<file path="src/rtl/base_interval_timer_defines.svh">
// constants for the base interval timer: offsets, fields, reset values, masks
// Summary of operation
// - an 8-bit stage carries into a 6-bit stage, forming a 14-bit up-counter.
// - period select 1 sets interrupt 0 flag on each 6-bit overflow, 64 clocks.
// - period select 0 sets interrupt 0 flag on each 14-bit overflow, 16384 clocks.
// - 6-bit stage counts input clock directly or 8-bit overflow; fast mode needs 1.
// - run bit 0 stops the timer at count zero; run bit 1 counts continuously.
// - with select 0, interrupt 1 period is 32, 128, 512 or 2048 clocks.
// - with select 1, interrupt 1 period is 32, 128, 2 or 8 clocks.
// - interrupt 1 flag sets each period and stays until software clears it.
// - interrupt 0 flag sets each period and stays until software clears it.
// - interrupt 1 enable and flag both set raise request and hold release.
// - interrupt 0 enable and flag both set raise request and hold release.
// - rewriting interrupt 1 period bits while counting may set its flag.
// - timer keeps counting in crystal hold when power control bit 2 set.
// - buzzer waveform comes from the 8-bit stage, routable to the port pin.
// - software can clear both counter stages.
// - source field 00 subclock, 01 cycle clock, 10 subclock, 11 timer 0 prescaler.
// - buzzer select 1 forces pwm high and sends clock/16; 0 holds buzzer high.
`ifndef BASE_INTERVAL_TIMER_DEFINES_SVH
`define BASE_INTERVAL_TIMER_DEFINES_SVH

`define INPUT_SIGNAL_SELECT_IDX 18'h0FE5F
`define BASE_TIMER_CONTROL_IDX 18'h0FE7F
`define COUNT_CLEAR_IDX 18'h0FE80

`define INPUT_SIGNAL_SELECT_RST 8'h00
`define BASE_TIMER_CONTROL_RST 8'h00

`define IRQ0_PERIOD_SELECT_BIT 7
`define RUN_CONTROL_BIT 6
`define IRQ1_PERIOD_HI_BIT 5
`define IRQ1_PERIOD_LO_BIT 4
`define IRQ1_FLAG_BIT 3
`define IRQ1_ENABLE_BIT 2
`define IRQ0_FLAG_BIT 1
`define IRQ0_ENABLE_BIT 0
`define CLOCK_SOURCE_HI_BIT 5
`define CLOCK_SOURCE_LO_BIT 4
`define BUZZER_SELECT_BIT 3
`define COUNT_CLEAR_BIT 0
`define BUZZER_TAP_BIT 3

`define IRQ1_MASK_32 14'h001F
`define IRQ1_MASK_128 14'h007F
`define IRQ1_MASK_512 14'h01FF
`define IRQ1_MASK_2048 14'h07FF
`define IRQ1_MASK_2 14'h0001
`define IRQ1_MASK_8 14'h0007
`define COUNT14_FULL 14'h3FFF
`define COUNT8_FULL 8'hFF
`define COUNT6_FULL 6'h3F

`define RESP_OKAY 2'h0
`define RESP_SLVERR 2'h2

`endif

</file>
<file path="src/rtl/base_interval_timer_pkg.sv">
// types shared by the base interval timer files
package base_interval_timer_pkg;

  typedef enum logic [1:0]
  {
    SRC_SUBCLOCK = 2'b00,
    SRC_CYCLE = 2'b01,
    SRC_SUBCLOCK_ALT = 2'b10,
    SRC_T0_PRESCALE = 2'b11
  } clock_source_e;

  typedef struct packed
  {
    logic [19:0] addr;
    logic [2:0] prot;
  } axil_addr_s;

  typedef struct packed
  {
    logic [31:0] data;
    logic [3:0] strb;
  } axil_wdata_s;

  typedef struct packed
  {
    logic [31:0] data;
    logic [1:0] resp;
  } axil_rdata_s;

  typedef struct packed
  {
    logic s1;
    logic s2;
    logic s3;
    logic lvl;
  } sync_state_s;

  typedef struct packed
  {
    logic [7:0] ctrl;
    logic [7:0] isel;
    logic [7:0] cnt8;
    logic [5:0] cnt6;
    logic aw_got;
    logic [19:0] awaddr;
    logic w_got;
    axil_wdata_s wbuf;
    logic awready;
    logic wready;
    logic bvalid;
    logic [1:0] bresp;
    logic arready;
    logic rvalid;
    axil_rdata_s rd;
    logic irq;
    logic hold_release;
    logic buzzer;
    logic pwmh;
  } bt_state_s;

endpackage

</file>
<file path="src/rtl/edge_sync3.sv">
// three-flop synchroniser with rising-edge pulse for an asynchronous count clock
`timescale 1ns/1ps
module edge_sync3
  import base_interval_timer_pkg::*;
(
  input wire logic i_clk,
  input wire logic i_rst_n,
  input wire logic i_async,
  output logic o_rise
);

  sync_state_s st_ff;
  sync_state_s nxt_st;

  // s1 feeds only s2; a change counts once s2 and s3 agree
  always_comb
  begin
    nxt_st = st_ff;
    nxt_st.s1 = i_async;
    nxt_st.s2 = st_ff.s1;
    nxt_st.s3 = st_ff.s2;
    if (st_ff.s2 == st_ff.s3)
    begin
      nxt_st.lvl = st_ff.s3;
    end
  end

  always_ff @(posedge i_clk or negedge i_rst_n)
  begin
    if (!i_rst_n)
    begin
      st_ff <= '0;
    end
    else
    begin
      st_ff <= nxt_st;
    end
  end

  assign o_rise = (st_ff.s2 == st_ff.s3) && st_ff.s3 && !st_ff.lvl;

endmodule

</file>
<file path="src/rtl/base_interval_timer.sv">
// base interval timer: 14-bit counter, two interrupt flags, buzzer, axi4-lite slave
//
// Added by the designer: the AXI4-Lite slave port.
`timescale 1ns/1ps
`include "base_interval_timer_defines.svh"
module base_interval_timer
  import base_interval_timer_pkg::*;
(
  input wire logic i_clk,
  input wire logic i_rst_n,
  input wire logic i_awvalid,
  output logic o_awready,
  input wire axil_addr_s i_aw,
  input wire logic i_wvalid,
  output logic o_wready,
  input wire axil_wdata_s i_w,
  output logic o_bvalid,
  input wire logic i_bready,
  output logic [1:0] o_bresp,
  input wire logic i_arvalid,
  output logic o_arready,
  input wire axil_addr_s i_ar,
  output logic o_rvalid,
  input wire logic i_rready,
  output axil_rdata_s o_r,
  input wire logic i_subclock,
  input wire logic i_cycle_tick,
  input wire logic i_t0_prescale_tick,
  input wire logic i_xtal_hold,
  input wire logic i_power_control_bt_en,
  input wire logic i_pwmh,
  output logic o_irq,
  output logic o_hold_release,
  output logic o_buzzer,
  output logic o_pwmh
);

  bt_state_s st_ff;
  bt_state_s nxt_st;
  logic sub_rise;
  logic tick;
  logic adv;
  logic fst;
  logic [13:0] cnt14;
  logic [13:0] mask1;
  logic irq0_hit;
  logic irq1_hit;
  logic do_wr;
  logic wr_ctrl;
  logic wr_isel;
  logic wr_clear;
  logic ar_hit_ok;

  function automatic logic reg_hit(input logic [19:0] addr, input logic [17:0] idx);
    reg_hit = (addr[19:2] == idx);
  endfunction

  function automatic logic mapped(input logic [19:0] addr);
    mapped = reg_hit(addr, `INPUT_SIGNAL_SELECT_IDX) || reg_hit(addr, `BASE_TIMER_CONTROL_IDX)
      || reg_hit(addr, `COUNT_CLEAR_IDX);
  endfunction

  function automatic logic [13:0] irq1_mask(input logic f, input logic [1:0] sel);
    case ({f, sel})
      3'b000: irq1_mask = `IRQ1_MASK_32;
      3'b001: irq1_mask = `IRQ1_MASK_128;
      3'b010: irq1_mask = `IRQ1_MASK_512;
      3'b011: irq1_mask = `IRQ1_MASK_2048;
      3'b100: irq1_mask = `IRQ1_MASK_32;
      3'b101: irq1_mask = `IRQ1_MASK_128;
      3'b110: irq1_mask = `IRQ1_MASK_2;
      default: irq1_mask = `IRQ1_MASK_8;
    endcase
  endfunction

  edge_sync3 u_sub_sync
  (
    .i_clk(i_clk),
    .i_rst_n(i_rst_n),
    .i_async(i_subclock),
    .o_rise(sub_rise)
  );

  always_comb
  begin
    nxt_st = st_ff;
    fst = st_ff.ctrl[`IRQ0_PERIOD_SELECT_BIT];
    cnt14 = {st_ff.cnt6, st_ff.cnt8};
    // both subclock codes pick the pin; source changes while running may miscount
    case (clock_source_e'(st_ff.isel[`CLOCK_SOURCE_HI_BIT:`CLOCK_SOURCE_LO_BIT]))
      SRC_CYCLE: tick = i_cycle_tick;
      SRC_T0_PRESCALE: tick = i_t0_prescale_tick;
      default: tick = sub_rise;
    endcase
    // in crystal hold the timer only runs when power control allows it
    adv = tick && !(i_xtal_hold && !i_power_control_bt_en)
      && (st_ff.ctrl[`RUN_CONTROL_BIT] || cnt14 != 14'h0000);
    irq0_hit = adv && (fst ? (st_ff.cnt6 == `COUNT6_FULL) : (cnt14 == `COUNT14_FULL));
    mask1 = irq1_mask(fst, st_ff.ctrl[`IRQ1_PERIOD_HI_BIT:`IRQ1_PERIOD_LO_BIT]);
    // fast mode taps the 8-bit stage alone; period bits are sampled live, so a rewrite
    // while counting can land on a matching count and set the flag early
    irq1_hit = adv && (((fst ? {6'h00, st_ff.cnt8} : cnt14) & mask1) == mask1);

    do_wr = st_ff.aw_got && st_ff.w_got && !st_ff.bvalid;
    wr_ctrl = do_wr && st_ff.wbuf.strb[0] && reg_hit(st_ff.awaddr, `BASE_TIMER_CONTROL_IDX);
    wr_isel = do_wr && st_ff.wbuf.strb[0] && reg_hit(st_ff.awaddr, `INPUT_SIGNAL_SELECT_IDX);
    wr_clear = do_wr && st_ff.wbuf.strb[0] && reg_hit(st_ff.awaddr, `COUNT_CLEAR_IDX)
      && st_ff.wbuf.data[`COUNT_CLEAR_BIT];
    ar_hit_ok = mapped(i_ar.addr);

    if (i_awvalid && st_ff.awready)
    begin
      nxt_st.aw_got = 1'b1;
      nxt_st.awaddr = i_aw.addr;
      nxt_st.awready = 1'b0;
    end
    if (i_wvalid && st_ff.wready)
    begin
      nxt_st.w_got = 1'b1;
      nxt_st.wbuf = i_w;
      nxt_st.wready = 1'b0;
    end
    if (do_wr)
    begin
      nxt_st.bvalid = 1'b1;
      nxt_st.bresp = mapped(st_ff.awaddr) ? `RESP_OKAY : `RESP_SLVERR;
    end
    if (st_ff.bvalid && i_bready)
    begin
      nxt_st.bvalid = 1'b0;
      nxt_st.aw_got = 1'b0;
      nxt_st.w_got = 1'b0;
      nxt_st.awready = 1'b1;
      nxt_st.wready = 1'b1;
    end
    if (wr_ctrl)
    begin
      nxt_st.ctrl = st_ff.wbuf.data[7:0];
    end
    if (wr_isel)
    begin
      nxt_st.isel = st_ff.wbuf.data[7:0];
    end

    // a set in the same cycle as a clearing write wins
    nxt_st.ctrl[`IRQ0_FLAG_BIT] = nxt_st.ctrl[`IRQ0_FLAG_BIT] | irq0_hit;
    nxt_st.ctrl[`IRQ1_FLAG_BIT] = nxt_st.ctrl[`IRQ1_FLAG_BIT] | irq1_hit;

    if (wr_clear)
    begin
      nxt_st.cnt8 = 8'h00;
      nxt_st.cnt6 = 6'h00;
    end
    else if (adv)
    begin
      nxt_st.cnt8 = st_ff.cnt8 + 8'h01;
      if (fst || st_ff.cnt8 == `COUNT8_FULL)
      begin
        nxt_st.cnt6 = st_ff.cnt6 + 6'h01;
      end
    end

    if (i_arvalid && st_ff.arready)
    begin
      nxt_st.arready = 1'b0;
      nxt_st.rvalid = 1'b1;
      nxt_st.rd.resp = ar_hit_ok ? `RESP_OKAY : `RESP_SLVERR;
      nxt_st.rd.data = 32'h0000_0000;
      if (reg_hit(i_ar.addr, `BASE_TIMER_CONTROL_IDX))
      begin
        nxt_st.rd.data = {24'h000000, st_ff.ctrl};
      end
      else if (reg_hit(i_ar.addr, `INPUT_SIGNAL_SELECT_IDX))
      begin
        nxt_st.rd.data = {24'h000000, st_ff.isel};
      end
      else if (reg_hit(i_ar.addr, `COUNT_CLEAR_IDX))
      begin
        nxt_st.rd.data = {18'h00000, cnt14};
      end
    end
    if (st_ff.rvalid && i_rready)
    begin
      nxt_st.rvalid = 1'b0;
      nxt_st.arready = 1'b1;
    end

    // one shared request line; it also wakes the core from crystal hold
    nxt_st.irq = (nxt_st.ctrl[`IRQ1_ENABLE_BIT] && nxt_st.ctrl[`IRQ1_FLAG_BIT])
      || (nxt_st.ctrl[`IRQ0_ENABLE_BIT] && nxt_st.ctrl[`IRQ0_FLAG_BIT]);
    nxt_st.hold_release = nxt_st.irq;
    // clock/16 is bit 3 of the 8-bit stage
    nxt_st.buzzer = nxt_st.isel[`BUZZER_SELECT_BIT] ? nxt_st.cnt8[`BUZZER_TAP_BIT] : 1'b1;
    nxt_st.pwmh = nxt_st.isel[`BUZZER_SELECT_BIT] ? 1'b1 : i_pwmh;
  end

  always_ff @(posedge i_clk or negedge i_rst_n)
  begin
    if (!i_rst_n)
    begin
      st_ff <= '0;
      st_ff.ctrl <= `BASE_TIMER_CONTROL_RST;
      st_ff.isel <= `INPUT_SIGNAL_SELECT_RST;
      st_ff.awready <= 1'b1;
      st_ff.wready <= 1'b1;
      st_ff.arready <= 1'b1;
      st_ff.buzzer <= 1'b1;
      st_ff.pwmh <= 1'b1;
    end
    else
    begin
      st_ff <= nxt_st;
    end
  end

  assign o_awready = st_ff.awready;
  assign o_wready = st_ff.wready;
  assign o_bvalid = st_ff.bvalid;
  assign o_bresp = st_ff.bresp;
  assign o_arready = st_ff.arready;
  assign o_rvalid = st_ff.rvalid;
  assign o_r = st_ff.rd;
  assign o_irq = st_ff.irq;
  assign o_hold_release = st_ff.hold_release;
  assign o_buzzer = st_ff.buzzer;
  assign o_pwmh = st_ff.pwmh;

  property p_carry;
    @(posedge i_clk) disable iff (!i_rst_n)
    (adv && !wr_clear && !fst && st_ff.cnt8 == `COUNT8_FULL)
      |=> (st_ff.cnt8 == 8'h00 && st_ff.cnt6 == $past(st_ff.cnt6) + 6'h01);
  endproperty
  a_carry: assert property (p_carry) else $error("carry into 6-bit stage lost");

  property p_irq0_fast;
    @(posedge i_clk) disable iff (!i_rst_n)
    (adv && fst && st_ff.cnt6 == `COUNT6_FULL) |=> st_ff.ctrl[`IRQ0_FLAG_BIT];
  endproperty
  a_irq0_fast: assert property (p_irq0_fast) else $error("fast irq0 flag missed");

  property p_irq0_slow;
    @(posedge i_clk) disable iff (!i_rst_n)
    (adv && !fst && cnt14 == `COUNT14_FULL) |=> st_ff.ctrl[`IRQ0_FLAG_BIT] ##1 o_irq
      || !st_ff.ctrl[`IRQ0_ENABLE_BIT] || !st_ff.ctrl[`IRQ0_FLAG_BIT];
  endproperty
  a_irq0_slow: assert property (p_irq0_slow) else $error("14-bit irq0 flag missed");

  property p_stop_zero;
    @(posedge i_clk) disable iff (!i_rst_n)
    (!st_ff.ctrl[`RUN_CONTROL_BIT] && cnt14 == 14'h0000 && !wr_clear) |=> $stable(cnt14);
  endproperty
  a_stop_zero: assert property (p_stop_zero) else $error("timer ran past zero");

  property p_irq1_slow512;
    @(posedge i_clk) disable iff (!i_rst_n)
    (adv && !fst && st_ff.ctrl[`IRQ1_PERIOD_HI_BIT:`IRQ1_PERIOD_LO_BIT] == 2'b10
      && st_ff.cnt8 == `COUNT8_FULL && st_ff.cnt6[0]) |=> st_ff.ctrl[`IRQ1_FLAG_BIT];
  endproperty
  a_irq1_slow512: assert property (p_irq1_slow512) else $error("irq1 512 missed");

  property p_irq1_fast2;
    @(posedge i_clk) disable iff (!i_rst_n)
    (adv && fst && st_ff.ctrl[`IRQ1_PERIOD_HI_BIT:`IRQ1_PERIOD_LO_BIT] == 2'b10
      && st_ff.cnt8[0]) |=> st_ff.ctrl[`IRQ1_FLAG_BIT];
  endproperty
  a_irq1_fast2: assert property (p_irq1_fast2) else $error("irq1 period 2 missed");

  property p_flag_sticky;
    @(posedge i_clk) disable iff (!i_rst_n)
    (st_ff.ctrl[`IRQ1_FLAG_BIT] && !wr_ctrl) |=> st_ff.ctrl[`IRQ1_FLAG_BIT];
  endproperty
  a_flag_sticky: assert property (p_flag_sticky) else $error("irq1 flag dropped");

  property p_set_wins;
    @(posedge i_clk) disable iff (!i_rst_n)
    (wr_ctrl && irq0_hit) |=> st_ff.ctrl[`IRQ0_FLAG_BIT];
  endproperty
  a_set_wins: assert property (p_set_wins) else $error("clear beat hardware set");

  property p_irq_out;
    @(posedge i_clk) disable iff (!i_rst_n)
    o_irq == ((st_ff.ctrl[`IRQ1_ENABLE_BIT] && st_ff.ctrl[`IRQ1_FLAG_BIT])
      || (st_ff.ctrl[`IRQ0_ENABLE_BIT] && st_ff.ctrl[`IRQ0_FLAG_BIT])) && o_irq == o_hold_release;
  endproperty
  a_irq_out: assert property (p_irq_out) else $error("request not flag and enable");

  property p_clear;
    @(posedge i_clk) disable iff (!i_rst_n)
    wr_clear |=> cnt14 == 14'h0000;
  endproperty
  a_clear: assert property (p_clear) else $error("counter clear failed");

  property p_buzzer;
    @(posedge i_clk) disable iff (!i_rst_n)
    st_ff.isel[`BUZZER_SELECT_BIT] |-> o_pwmh && o_buzzer == st_ff.cnt8[`BUZZER_TAP_BIT];
  endproperty
  a_buzzer: assert property (p_buzzer) else $error("buzzer routing wrong");

  c_irq0: cover property (@(posedge i_clk) disable iff (!i_rst_n) irq0_hit);
  c_irq1_fast: cover property (@(posedge i_clk) disable iff (!i_rst_n) irq1_hit && fst);
  c_set_clear: cover property (@(posedge i_clk) disable iff (!i_rst_n) wr_ctrl && irq1_hit);

endmodule

</file>
<file path="config.mk">
export PLATFORM = sky130hd
export DESIGN_NAME = base_interval_timer
export DESIGN_NICKNAME = d
export VERILOG_FILES = /design/src/rtl/base_interval_timer_pkg.sv /design/src/rtl/edge_sync3.sv /design/src/rtl/base_interval_timer.sv
export VERILOG_INCLUDE_DIRS = /design/src /design/src/rtl
export SDC_FILE = /design/constraint.sdc
export NUM_CORES = 1
export LEC_CHECK = 0
export BUFFER_PORTS_ARGS = -buffer_cell sky130_fd_sc_hd__buf_2
export CORE_UTILIZATION = 46
export CTS_CLUSTER_SIZE = 25
export DETAILED_ROUTE_END_ITERATION = 7
export HOLD_SLACK_MARGIN = 0.1
export PLACE_DENSITY = 0.82
export SLEW_MARGIN = 20
export SYNTH_ARGS = -nofsm -noshare
export SYNTH_HDL_FRONTEND = slang
export SYNTH_HIERARCHICAL = 1
export SYNTH_SLANG_ARGS = --single-unit
</file>
<file path="constraint.sdc">
create_clock -name i_clk -period 2.1 [get_ports i_clk]
set_clock_uncertainty 0.1 [all_clocks]
set_input_delay 0.42 -clock i_clk [delete_from_list [all_inputs] [get_ports i_clk]]
set_output_delay 0.42 -clock i_clk [all_outputs]
set_load 0.02 [all_outputs]
</file>
==> results.json <==
{
  "clk_latency_ns": 0.35,
  "maxCapViolCount": 0,
  "finalHoldViolations": 0,
  "grt_max_degree": 33,
  "hp-class": "input pin to flop",
  "wl_per_cell_um": 14.5,
  "cp_cell_sequence": "or2_4 > or4_4 > nor3_4 > mux2_4 > or2_1",
  "synth_edf_count": 0,
  "nNetsFinal": 570,
  "worst_ir_drop_vdd_mv": 0.694,
  "clock.fmax_ghz": 0.478,
  "fillers": 763,
  "cts_max_level": 3,
  "seqCellArea_sq_um": 2180,
  "dp_slack_ns": -0.0406,
  "grtUsageTotal_pct": 19.0,
  "ys_ff_latch": 87,
  "critPathMaxStageDelay_ns": 0.46,
  "rows": 34,
  "fin_crit_sh_pct": 99.5,
  "drv_slew": 0,
  "critPathRequiredTime_ns": 2.28,
  "tns_ns": 0,
  "gr-total-overflow": 0,
  "powerDensity_nw_per_um2": 900,
  "dr.pass1.iters": 4,
  "die_x_um": 97.2,
  "diodes": 0,
  "worst-endpoint-arrival_ns": 2.27,
  "cp_max_fo": 4,
  "initial_core_util_pct": 47.6,
  "drtIter0Drc": 162,
  "cpLargestDelayFamily": "simple AND/OR/NAND/NOR gates",
  "first_global_vias": 3062,
  "syn_area_per_cell_sq_um": 11.2,
  "path_buf_inv": 0,
  "cts-root-buf": "clkbuf_8",
  "period_needed_ns": 2.09,
  "critPathLaunchType": "flop",
  "core_sq_um": 8760,
  "crit_path_end_kind": "flop",
  "dpl.hpwl_um": 6420,
  "netlist_area_sq_um": 4170,
  "setup_ws_ns": 0.00951,
  "drcViolationCount": 0,
  "setup_viol": 0,
  "final_util_pct": 57.2,
  "multi_input_area_sq_um": 1720,
  "ant_nets": 0,
  "finalWirelength_um": 8450,
  "synthTopCellsByArea": "dfrtp_1 49%, mux2_2 13%, buf_4 6.7%, dfstp_2 3.2%, nand2_1 3.1%",
  "cts_buffers": 9,
  "area_growth_pct": 20.3,
  "drive_gt1_share_pct": 40.2,
  "io_buffers": 82,
  "clk_pin_slew_ns": 0.08,
  "synth.distinct_cells": 45,
  "antenna_found_initial": 0,
  "synth_top_flop_cell": "dfrtp_1",
  "vias": 3041,
  "slowest_stage": "or4_4",
  "rsz0062_at_grt": "yes",
  "dp_cells": 559,
  "synthTopCellsByCount": "82 x dfrtp_1, 48 x mux2_2, 37 x buf_4",
  "io_pins": 140,
  "clock_path_buffers": 2,
  "ys_async_sr_fraction_pct": 100,
  "viasPerCell": 5.22,
  "status": "finished clean",
  "cts_sinks": 87,
  "finalNonFillerCells": 583,
  "yosysSeqAreaShare_pct": 52.4,
  "synth_top_area_share_pct": 49.2,
  "gp_congestion": 0.862,
  "dieArea_sq_um": 9450,
  "p_leak_nw": 2.45,
  "cts_tree": "built",
  "synth.most_common_cell": "dfrtp_1",
  "crit_type": "flop to flop",
  "die_h_um": 97.2,
  "total_power_mw": 4.51,
  "grt_pass1_wl_um": 14400,
  "syn_inst": 371,
  "synth_warnings": 6,
  "yosysTopAreaCell": "dfrtp_1"
}
[flip-flops by register name, summed over array words and instances, names as in the netlist, 2 cells and up]
register,cells
o_r,15
u_sub_sync/nxt_st,2
cnt14,14
st_ff,44
u_sub_sync/st_ff,2
[cells in the final DEF (no fill, tap or decap), drive strengths merged, types with 3 or more instances in the layout]
cell type / count
a21oi: 7
a22oi: 8
and2: 3
and3: 7
buf: 116
clkbuf: 11
clkinv: 4
conb: 20
dfrtp: 82
dfstp: 5
ha: 5
inv: 13
mux2: 50
mux2i: 3
nand2: 34
nand3: 10
nand4: 9
nor2: 17
nor3: 5
nor4: 3
nor4b: 3
o21ai: 20
o31ai: 3
xor2: 9
[where the power goes]
part	internal, mW	leakage [nW]	switching (mW)
logic	0.553	1.25	0.490
clock network	0.583	0.103	0.567
registers	2.06	1.10	0.264
total	3.19	2.45	1.32
[kinds of logic after synthesis]
group	Yosys count	share of synthesized area [%]
and+or+nand+nor	105	13.2
other	1	0.0899
xor gates and xnor gates	11	2.31
DFF	87	52.4
AOI/OAI and AO/OA	47	7.14
buffers and inverters	62	8.97
adders and majority gates	5	1.50
muxes	53	14.4
[what timing repair did]
item,CTS,global route
resized for setup,2,8
buffers inserted,3,3
hold buffers,2,0
pin swaps,1,1
setup endpoints to repair,7,20
hold endpoints to repair,27,0
[routing by layer]
metal  share of wire (%)  GRT usage [%]  wire (um)
met1                  43           22.9       3640
met2                  50           33.0       4260
met5                   0              0          0
met4                0.70           6.22         59
met3                 5.7           5.32        479
[stage by stage]
stage	hold slack [ns]	instance area, sq um
2_1_floorplan	0.0244	4240
3_3_place_gp	0.233	4710
3_5_place_dp	0.244	4710
4_1_cts	0.121	4960
5_1_grt	0.122	5020
6_report	0.149	5020
[final cells by class]
class / count / share of cell area [%]
flip-flops and latches: 87 / 43.6
multi-input cells: 241 / 34.3
repair buffers: 118 / 14.5
clock buffers: 11 / 2.82
well taps: 108 / 2.69
clock inverters: 5 / 1.15
inverters: 13 / 0.973
[final timing paths]
path                                           startpoint                              to  slack (ns)  depth (start not counted)
setup / recovery                   st_ff[101]$_DFFE_PN0P_                o_pwmh$_DFF_PN1_        0.01                          5
hold / removal                                  i_awvalid           o_awready$_DFFE_PN1P_        0.15                          2
setup reg to reg                   st_ff[101]$_DFFE_PN0P_                o_pwmh$_DFF_PN1_        0.01                          5
hold reg to reg            u_sub_sync/nxt_st[2]$_DFF_PN0_  u_sub_sync/nxt_st[1]$_DFF_PN0_        0.26                          0
max in group asynchronous                         i_rst_n           o_awready$_DFFE_PN1P_        0.86                          3
min in group asynchronous                         i_rst_n              o_r[4]$_DFFE_PN0P_        0.46                          2
[worst register-to-register path, delay by kind of cell (launching register included)]
family | cells | cell delay, ns
multiplexers | 1 | 0.35
flip-flops | 1 | 0.38
AND/OR/NAND/NOR | 4 | 1.19
Power figures use the tool's default switching activity.
